### config.mk
export PLATFORM = sky130hd
export DESIGN_NAME = rhc_core
export DESIGN_NICKNAME = d
export VERILOG_FILES = /design/src/hw/rhc_wrap_counter.v /design/src/hw/rhc_core.v
export VERILOG_INCLUDE_DIRS = /design/src /design/src/hw
export SDC_FILE = /design/constraint.sdc
export NUM_CORES = 1
export LEC_CHECK = 0
export BUFFER_PORTS_ARGS = -buffer_cell sky130_fd_sc_hd__buf_2
export CORE_MARGIN = 4
export CORE_UTILIZATION = 60
export DETAILED_ROUTE_END_ITERATION = 8
export PLACE_DENSITY = 0.8
export SLEW_MARGIN = 20
export SYNTH_ARGS = -nofsm -noshare
export SYNTH_HDL_FRONTEND = slang
export SYNTH_HIERARCHICAL = 1
export SYNTH_SLANG_ARGS = --single-unit
export TNS_END_PERCENT = 1
### constraint.sdc
create_clock -name clk -period 12.6 [get_ports clk]
set_input_delay 0 -clock clk [delete_from_list [all_inputs] [get_ports clk]]
set_output_delay 0 -clock clk [all_outputs]
set_load 0.01 [all_outputs]
### src/hw/rhc_defines.vh
// Constants of the timekeeping core with live hundredths read
`ifndef RHC_DEFINES_VH
`define RHC_DEFINES_VH

// --------------------------------------------------------------------
// Timing
// --------------------------------------------------------------------
`define RHC_CLK_PERIOD_NS   20
`define RHC_HUND_PERIOD_NS  10000000
`define RHC_TIMEOUT_NS      950000000

// --------------------------------------------------------------------
// Register offsets
// --------------------------------------------------------------------
`define RHC_ADDR_SEC        4'h0
`define RHC_ADDR_MIN        4'h1
`define RHC_ADDR_HOUR       4'h2
`define RHC_ADDR_HUND       4'h7
`define RHC_ADDR_CTRL       4'hd
`define RHC_ADDR_FLAG       4'he
`define RHC_ADDR_LAST       4'hf

// --------------------------------------------------------------------
// Field positions and reset values
// --------------------------------------------------------------------
`define RHC_BIT_UPDATE_EVENT_SELECT        5
`define RHC_BIT_UFLAG       5
`define RHC_RST_UPDATE_EVENT_SELECT        1'b0
`define RHC_RST_UFLAG       1'b0
`define RHC_RST_PTR         4'h0
`define RHC_READ_INVALID    8'hff

// --------------------------------------------------------------------
// Counter moduli (last value of each count)
// --------------------------------------------------------------------
`define RHC_HUND_LAST       8'h63
`define RHC_SEC_LAST        8'h3b
`define RHC_MIN_LAST        8'h3b
`define RHC_HOUR_LAST       8'h17

`endif

### src/hw/rhc_wrap_counter.v
// Wrapping binary counter used for each time digit group
`timescale 1ns/10ps
`include "rhc_defines.vh"

module rhc_wrap_counter #(
   parameter [7:0] LAST = 8'h3b
) (
   input  wire       clk,
   input  wire       reset_n,
   input  wire       inc,
   output wire [7:0] value,
   output wire       carry
);

   reg [7:0] count_r;
   reg [7:0] count_nxt;

   assign value = count_r;
   assign carry = inc && (count_r == LAST);

   always @* begin
      count_nxt = count_r;
      if (inc) begin
         if (count_r == LAST) begin
            count_nxt = 8'h00;
         end else begin
            count_nxt = count_r + 8'h01;
         end
      end
   end

   always @(posedge clk) begin
      if (!reset_n) begin
         count_r <= 8'h00;
      end else begin
         count_r <= count_nxt;
      end
   end

endmodule // rhc_wrap_counter

### src/hw/rhc_core.v
// Timekeeping core with access hold, live hundredths read and bus timeout
`timescale 1ns/10ps
`include "rhc_defines.vh"

module rhc_core #(
   parameter [31:0] HUND_CYCLES    = `RHC_HUND_PERIOD_NS / `RHC_CLK_PERIOD_NS,
   parameter [31:0] TIMEOUT_CYCLES = `RHC_TIMEOUT_NS / `RHC_CLK_PERIOD_NS
) (
   input  wire       clk,
   input  wire       reset_n,
   input  wire       busStart,
   input  wire       busStop,
   input  wire       addrLoad,
   input  wire [3:0] addrValue,
   input  wire       readStrobe,
   input  wire       writeStrobe,
   input  wire [7:0] writeData,
   output wire [7:0] readData,
   output wire       readValid,
   output wire       secondUpdateFlag,
   output wire       updateEventSelect,
   output wire       accessHold,
   output wire       busStandby,
   output wire [3:0] regPointer
);

   // -----------------------------------------------------------------
   // Declarations
   // -----------------------------------------------------------------
   reg  [31:0] divCount_r;
   reg  [31:0] toutCount_r;
   reg         hold_r;
   reg         timedOut_r;
   reg  [3:0]  ptr_r;
   reg  [3:0]  ptr_nxt;
   reg  [7:0]  readData_r;
   reg         readValid_r;
   reg  [7:0]  visSec_r;
   reg  [7:0]  visMin_r;
   reg  [7:0]  visHour_r;
   reg         uflag_r;
   reg         update_event_select_r;
   wire        hundTick;
   wire        secTick;
   wire        minTick;
   wire        hourTick;
   wire [7:0]  hundVal;
   wire [7:0]  secVal;
   wire [7:0]  minVal;
   wire [7:0]  hourVal;
   wire        busOk;
   wire        wrByte;
   wire        rdByte;

   assign readData          = readData_r;
   assign readValid         = readValid_r;
   assign secondUpdateFlag  = uflag_r;
   assign updateEventSelect = update_event_select_r;
   assign accessHold        = hold_r;
   assign busStandby        = timedOut_r;
   assign regPointer        = ptr_r;

   // Writes and address loads are ignored once the timeout has parked the interface; reads return all ones
   assign busOk  = !timedOut_r || busStart;
   assign wrByte = writeStrobe && busOk;
   assign rdByte = readStrobe;

   // -----------------------------------------------------------------
   // Wrap-around pointer step
   // -----------------------------------------------------------------
   function [3:0] nextAddr;
      input [3:0] a;
      begin
         if (a == `RHC_ADDR_LAST) begin
            nextAddr = 4'h0;
         end else begin
            nextAddr = a + 4'h1;
         end
      end
   endfunction

   // -----------------------------------------------------------------
   // Hundredths timebase
   // -----------------------------------------------------------------
   // Free running from reset; nothing in the bus path may stall it
   assign hundTick = (divCount_r == HUND_CYCLES - 32'h1);

   always @(posedge clk) begin
      if (!reset_n) begin
         divCount_r <= 32'h0;
      end else if (hundTick) begin
         divCount_r <= 32'h0;
      end else begin
         divCount_r <= divCount_r + 32'h1;
      end
   end

   // -----------------------------------------------------------------
   // Internal time counters (never held)
   // -----------------------------------------------------------------
   rhc_wrap_counter #(.LAST(`RHC_HUND_LAST)) uHund (
      .clk     (clk),
      .reset_n (reset_n),
      .inc     (hundTick),
      .value   (hundVal),
      .carry   (secTick)
   );

   rhc_wrap_counter #(.LAST(`RHC_SEC_LAST)) uSec (
      .clk     (clk),
      .reset_n (reset_n),
      .inc     (secTick),
      .value   (secVal),
      .carry   (minTick)
   );

   rhc_wrap_counter #(.LAST(`RHC_MIN_LAST)) uMin (
      .clk     (clk),
      .reset_n (reset_n),
      .inc     (minTick),
      .value   (minVal),
      .carry   (hourTick)
   );

   rhc_wrap_counter #(.LAST(`RHC_HOUR_LAST)) uHour (
      .clk     (clk),
      .reset_n (reset_n),
      .inc     (hourTick),
      .value   (hourVal),
      .carry   ()
   );

   // -----------------------------------------------------------------
   // Access hold and bus timeout
   // -----------------------------------------------------------------
   always @(posedge clk) begin
      if (!reset_n) begin
         hold_r      <= 1'b0;
         timedOut_r  <= 1'b0;
         toutCount_r <= 32'h0;
      end else if (busStart) begin
         hold_r      <= 1'b1;
         timedOut_r  <= 1'b0;
         toutCount_r <= 32'h0;
      end else if (busStop) begin
         hold_r      <= 1'b0;
         toutCount_r <= 32'h0;
      end else if (hold_r) begin
         if (toutCount_r >= TIMEOUT_CYCLES - 32'h1) begin
            hold_r      <= 1'b0;
            timedOut_r  <= 1'b1;
            toutCount_r <= 32'h0;
         end else begin
            toutCount_r <= toutCount_r + 32'h1;
         end
      end
   end

   // -----------------------------------------------------------------
   // Visible time copies
   // -----------------------------------------------------------------
   // Visible copies track the internal counters whenever no access is
   // open, so ticks absorbed during a hold show up as soon as it drops.
   always @(posedge clk) begin
      if (!reset_n) begin
         visSec_r  <= 8'h00;
         visMin_r  <= 8'h00;
         visHour_r <= 8'h00;
      end else if (!hold_r) begin
         visSec_r  <= secVal;
         visMin_r  <= minVal;
         visHour_r <= hourVal;
      end
   end

   // -----------------------------------------------------------------
   // Register pointer
   // -----------------------------------------------------------------
   always @* begin
      ptr_nxt = ptr_r;
      if (addrLoad && busOk) begin
         ptr_nxt = addrValue;
      end else if (wrByte || (rdByte && !timedOut_r)) begin
         ptr_nxt = nextAddr(ptr_r);
      end
   end

   always @(posedge clk) begin
      if (!reset_n) begin
         ptr_r <= `RHC_RST_PTR;
      end else begin
         ptr_r <= ptr_nxt;
      end
   end

   // -----------------------------------------------------------------
   // Read path
   // -----------------------------------------------------------------
   // Hundredths are sampled live at the read; held seconds may then be
   // one behind, a known limitation the host resolves by re-reading.
   always @(posedge clk) begin
      if (!reset_n) begin
         readData_r  <= 8'h00;
         readValid_r <= 1'b0;
      end else begin
         readValid_r <= rdByte;
         if (rdByte) begin
            if (timedOut_r) begin
               readData_r <= `RHC_READ_INVALID;
            end else begin
               case (ptr_r)
                  `RHC_ADDR_SEC: begin
                     readData_r <= visSec_r;
                  end
                  `RHC_ADDR_MIN: begin
                     readData_r <= visMin_r;
                  end
                  `RHC_ADDR_HOUR: begin
                     readData_r <= visHour_r;
                  end
                  `RHC_ADDR_HUND: begin
                     readData_r <= hundVal;
                  end
                  `RHC_ADDR_CTRL: begin
                     readData_r <= {2'b00, update_event_select_r, 5'b00000};
                  end
                  `RHC_ADDR_FLAG: begin
                     readData_r <= {2'b00, uflag_r, 5'b00000};
                  end
                  default: begin
                     readData_r <= 8'h00;
                  end
               endcase
            end
         end
      end
   end

   // -----------------------------------------------------------------
   // Control bit and update flag
   // -----------------------------------------------------------------
   always @(posedge clk) begin
      if (!reset_n) begin
         update_event_select_r  <= `RHC_RST_UPDATE_EVENT_SELECT;
         uflag_r <= `RHC_RST_UFLAG;
      end else begin
         if (wrByte && ptr_r == `RHC_ADDR_CTRL) begin
            update_event_select_r <= writeData[`RHC_BIT_UPDATE_EVENT_SELECT];
         end
         // A tick in the clearing cycle must not be lost: set wins
         if (secTick && !update_event_select_r) begin
            uflag_r <= 1'b1;
         end else if (wrByte && ptr_r == `RHC_ADDR_FLAG &&
                      !writeData[`RHC_BIT_UFLAG]) begin
            uflag_r <= 1'b0;
         end
      end
   end

endmodule // rhc_core

Yosys cells after proc, flatten, opt, wreduce, memory -nomap -nowiden. Cells that the tools add are included.

Bits in writable memories: 0. Memory bits (read-only): 0. Bits in latches: 0. Bits in registers: 137. Memories: 0. Output and inout bits: 17.

Div/mod/pow operators: 0. Reductions and logical operators: 22. Shift operators: 0. Multiplexer cells: 16. Multipliers: 0. $lt $le $gt $ge: 1. $add $sub $neg: 7. Bitwise operators: 2. Eq/ne operators: 11.

Operator list (count): 32-bit by 1-bit adder with 32-bit output, second input constant (2); 8-bit case mux with 6 select lines (1); 8-bit two-way mux (5); 8-bit by 1-bit adder with 8-bit output, second input constant (4); 32-bit by 19-bit == test with 1-bit output, second input constant (1); 32-bit by 26-bit >= comparator with 1-bit output, second input constant (1); 32-bit two-way mux (1); 8-bit by 6-bit == test with 1-bit output, second input constant (2); 4-bit == test, second input constant (3); 4-bit two-way mux (3); 1-bit logical AND (10); 8-bit by 5-bit == test with 1-bit output, second input constant (1); 8-bit by 7-bit == test with 1-bit output, second input constant (1); 1-bit two-way mux (6); 4-bit by 1-bit adder with 4-bit output, second input constant (1); 4-bit by 1-bit == test with 1-bit output, second input constant (1); 4-bit by 2-bit == test with 1-bit output, second input constant (1); 4-bit by 3-bit == test with 1-bit output, second input constant (1); 4-bit logical NOT (1); 2-bit nonzero test (2); 2-bit OR reduction (2); 1-bit logical NOT (3); 3-bit AND reduction (1); 3-bit OR reduction (1); other kinds (2) (4).

Depth between registers and ports, before layout.
Depth in word-level cells: 7. Gate-level depth with buffers: 13.

Hierarchy. Netlist, hierarchy kept.

By module, submodules not included: rhc_core (instances 1, cells each 536, area an instance 4802.1 µm²); rhc_wrap_counter (uMin ...) (instances 2, cells each 47, area an instance 425.4 µm²); rhc_wrap_counter (uHund) (instances 1, cells each 44, area an instance 415.4 µm²); rhc_wrap_counter (uHour) (instances 1, cells each 41, area an instance 390.4 µm²).

Worst setup path after synthesis. OpenSTA, ideal clock, no wires.

Kind: reg-to-reg. Start: register divCount_r[22]. End: register uHour.count_r[5], in the netlist uHour/value[5]. Arrival: 4.186 ns. Stages on the path, launching flop included: 14. Setup slack: 8.344 ns. Data required time: 12.530 ns. Clock period less this slack: 4.256 ns. Setup time: 0.070 ns. Path through: dfxtp_1 > nor4b_1 > nand4_1 > nor4_1 > buf_4 > nand2_2 > nor3_1 > nand2_2 > nor3_1 > nand2_2 > nor3_1 > nand4_2 > or3_1 > a21oi_1.

Longest elaborated chain between the ends: 4.

RTL lines: start: declaration (line rhc_core.v:30) `reg [31:0] divCount_r;`; start signal: assignment (line rhc_core.v:94) `divCount_r <= divCount_r + 32'h1;`; 32-bit by 19-bit == test with 1-bit output (line rhc_core.v:86) `assign hundTick = (divCount_r == HUND_CYCLES - 32'h1);`; via hundTick (line rhc_core.v:43) `wire hundTick;`; 1-bit logical AND (line rhc_wrap_counter.v:19) `assign carry = inc && (count_r == LAST);`; via secTick (line rhc_core.v:44) `wire secTick;`; 1-bit logical AND (line rhc_wrap_counter.v:19); via minTick (line rhc_core.v:45) `wire minTick;`; 1-bit logical AND (line rhc_wrap_counter.v:19); via hourTick (line rhc_core.v:46) `wire hourTick;`; end signal: assignment (line rhc_wrap_counter.v:36) `count_r <= count_nxt;`; end: declaration (line rhc_wrap_counter.v:15) `reg [7:0] count_r;`.

The timed path passes the listed nets, and every way through them passes these cells. A chain may end at the register's enable or synchronous reset.

Final worst setup path.
Start: register divCount_r[4]. End: register uHour.count_r[5], in the netlist uHour/value[5].

Same word-level chain as after synthesis.

==> run_results.csv <==
group,metric,value,unit
die,die_w,112,um
setup_path,critPathLaunchType,"register",
die,io_pins,36,
clock_tree,cts_buffer_depth,2,
finish,nFillCells,756,
clock_tree,clk_pin_slew_worst_paths,60,ps
outcome,status,"complete, no violations",
grt,track_usage,23.7,%
sta,fmax,185,MHz
power,max-vdd-ir-drop,134,uV
power,cellPowerDensity,129,nW/um^2
setup_path,crit_fanout,9,
setup_path,critPathBufInv,1,
run,cap_violations,0,
synthesis,synthesis.nets,743,
finish,multi_input_area,3500,um^2
clock_tree,cts_setup_buffers,0,
finish,fin_util,70.5,%
sta,finClkSkew,8.89,ps
finish,drive_gt1_share,11.2,%
placement,place_area,6640,um^2
sta,setup_ws,7200,ps
sta,period_needed,5400,ps
setup_path,crit_required,13060,ps
detailed_routing,topRoutingLayerUsed,"met4",
synthesis,netlist_area,6450,um^2
synthesis,ys_warn_count,6,
setup_path,cp-end-kind,"register",
detailed_routing,drcViolationCount,0,
detailed_routing,vias_per_cell,6.13,
finish,area_growth,13.8,%
clock_tree,clock_latency,520,ps
clock_tree,cts_buffers,17,
finish,nets,776,
detailed_routing,met1Wirelength,6300,um
power,finalPower,0.950,mW
sta,setup_viol,0,
grt,grt_max_degree,35,
setup_path,arrival,5860,ps
setup_path,critical_path_class,"register to register",
setup_path,crit_family,"simple AND/OR/NAND/NOR gates",
sta,timing.final.crit_share,42.9,%
setup_path,cpPeakStageDelay,900,ps
detailed_routing,drtAntennaViolNets,0,
grt,grt_pass1_wl,24800,um
finish,antennaDiodeCount,0,
setup_path,path_cells,"nor4b_1, nand4_1, nor4_1, buf_4, nand2_2, nor3_1, nand2_2, nor3_1, nand2_2, nor3_1, nand4_2, or3_1, a21oi_1",
die,core-area,10400,um^2
sta,grt_setup_unrepaired,"no",
finish,design_area,7350,um^2
detailed_routing,routed_wl,14500,um
clock_tree,htreeDepth,4,
die,start_util,62.0,%
die,die_area,12500,um^2
clock_tree,cts_resized,0,
clock_tree,cts_tree,"built",
min_path,hp-class,"input pin to register",
sta,tns,0,ps
sta,fin_worst_hold_slack,105,ps
sta,slew_headroom,29.8,%
finish,instances_no_fill,896,
die,die_h,112,um
placement,pre_cts_ws,7340,ps
power,leakage,2.71,nW
setup_path,cpMaxStageDelayCell,"nor3_1",
placement,dp_hpwl,9100,um
grt,grt-ovfl-total,0,
detailed_routing,routed-wl-met3,714,um
sta,slew_viol_final,0,
detailed_routing,first_pass_iters,5,
placement,post-place-cells,848,
finish,seqCellArea,2740,um^2
detailed_routing,dr_wl_met2,7180,um
clock_tree,cts_root_buffer,"clkbuf_8",
clock_tree,cts.sinks,137,
die,rows,37,
clock_tree,holdBufCountCts,16,
grt,antenna_found_initial,0,
detailed_routing,avgRoutedWirePerCell,16.2,um
sta,worst_slew_pin_slew,1050,ps
synthesis,synth_cells,714,
placement,finalWeightedCongestion,0.839,
detailed_routing,drt_iter0_markers,652,
placement,port_buffers,28,
grt,grt_pass1_vias,5300,
sta,hold_violations,0,
detailed_routing,vias,5490,
synthesis,syn_area_per_cell,9.04,um^2
-- where the power goes --
group | total (mW) | internal (mW) | switching, mW
combinational | 0.0471 | 0.0199 | 0.0272
sequential | 0.449 | 0.440 | 0.00939
clock | 0.454 | 0.271 | 0.183
-- cells in the final DEF, fill, tap and decap left out, types with 3 or more instances in the layout --
cell	n
and4_1	11
nor2_1	97
clkinv_2	4
nand3_1	33
buf_4	3
o31ai_4	4
buf_2	28
nor3_1	40
xor2_1	43
a31oi_1	16
clkbuf_16	16
nand2_2	3
clkbuf_8	3
or3_1	6
nand4_1	33
nand2_1	32
inv_1	17
xnor2_1	22
a222oi_1	7
ha_1	10
nand2b_1	12
clkinv_4	3
o211ai_1	9
dfxtp_1	137
o21ai_0	19
dlygate4sd3_1	16
mux2i_1	33
a21oi_1	14
nor4_1	10
nor4b_1	3
a211oi_1	5
o211a_1	7
clkinvlp_4	3
or4_1	5
and2_1	5
and3_1	10
-- final timing paths --
| kind | startpoint | end | slack, ps | cells past startpoint |
|---|---|---|---|---|
| worst min-delay path | reset_n | uSec/value[7]$_SDFFE_PN0P_ | 100 | 3 |
| worst min register to register | divCount_r[0]$_SDFF_PP0_ | divCount_r[0]$_SDFF_PP0_ | 470 | 1 |
| worst max-delay path | divCount_r[4]$_SDFF_PP0_ | uHour/value[5]$_SDFFE_PN0P_ | 7200 | 13 |
| worst max register to register | divCount_r[4]$_SDFF_PP0_ | uHour/value[5]$_SDFFE_PN0P_ | 7200 | 13 |
-- sequential cells by signal, indices dropped and copies added, names as in the netlist --
| register | flops |
|---|---|
| accessHold | 1 |
| busStandby | 1 |
| divCount_r | 32 |
| readData | 8 |
| readValid | 1 |
| regPointer | 4 |
| secondUpdateFlag | 1 |
| toutCount_r | 32 |
| uHour/value | 8 |
| uHund/value | 8 |
| uMin/value | 8 |
| uSec/value | 8 |
| updateEventSelect | 1 |
| visHour_r | 8 |
| visMin_r | 8 |
| visSec_r | 8 |
-- tightest hold or removal path, cell delays in order --
cell and delay [ps]:
buf_2 350, nand2_1 160, mux2i_1 50
-- cell type report --
class                           instances  share of cell area [%]
Sequential cell                       137                    37.3
Inverter                               17                   0.869
Tap cell                              136                    2.32
Timing Repair Buffer                   47                    4.39
Clock buffer                           21                    6.11
Multi-Input combinational cell        527                    47.6
Clock inverter                         11                    1.35
-- layer usage --
layer,GRT usage (%),vias to the layer above
met5,0,-
met4,9.41,0
met3,5.71,28
met2,39.9,166
met1,29.4,2630
li1,-,2666
(Power assumes the default switching activity.)
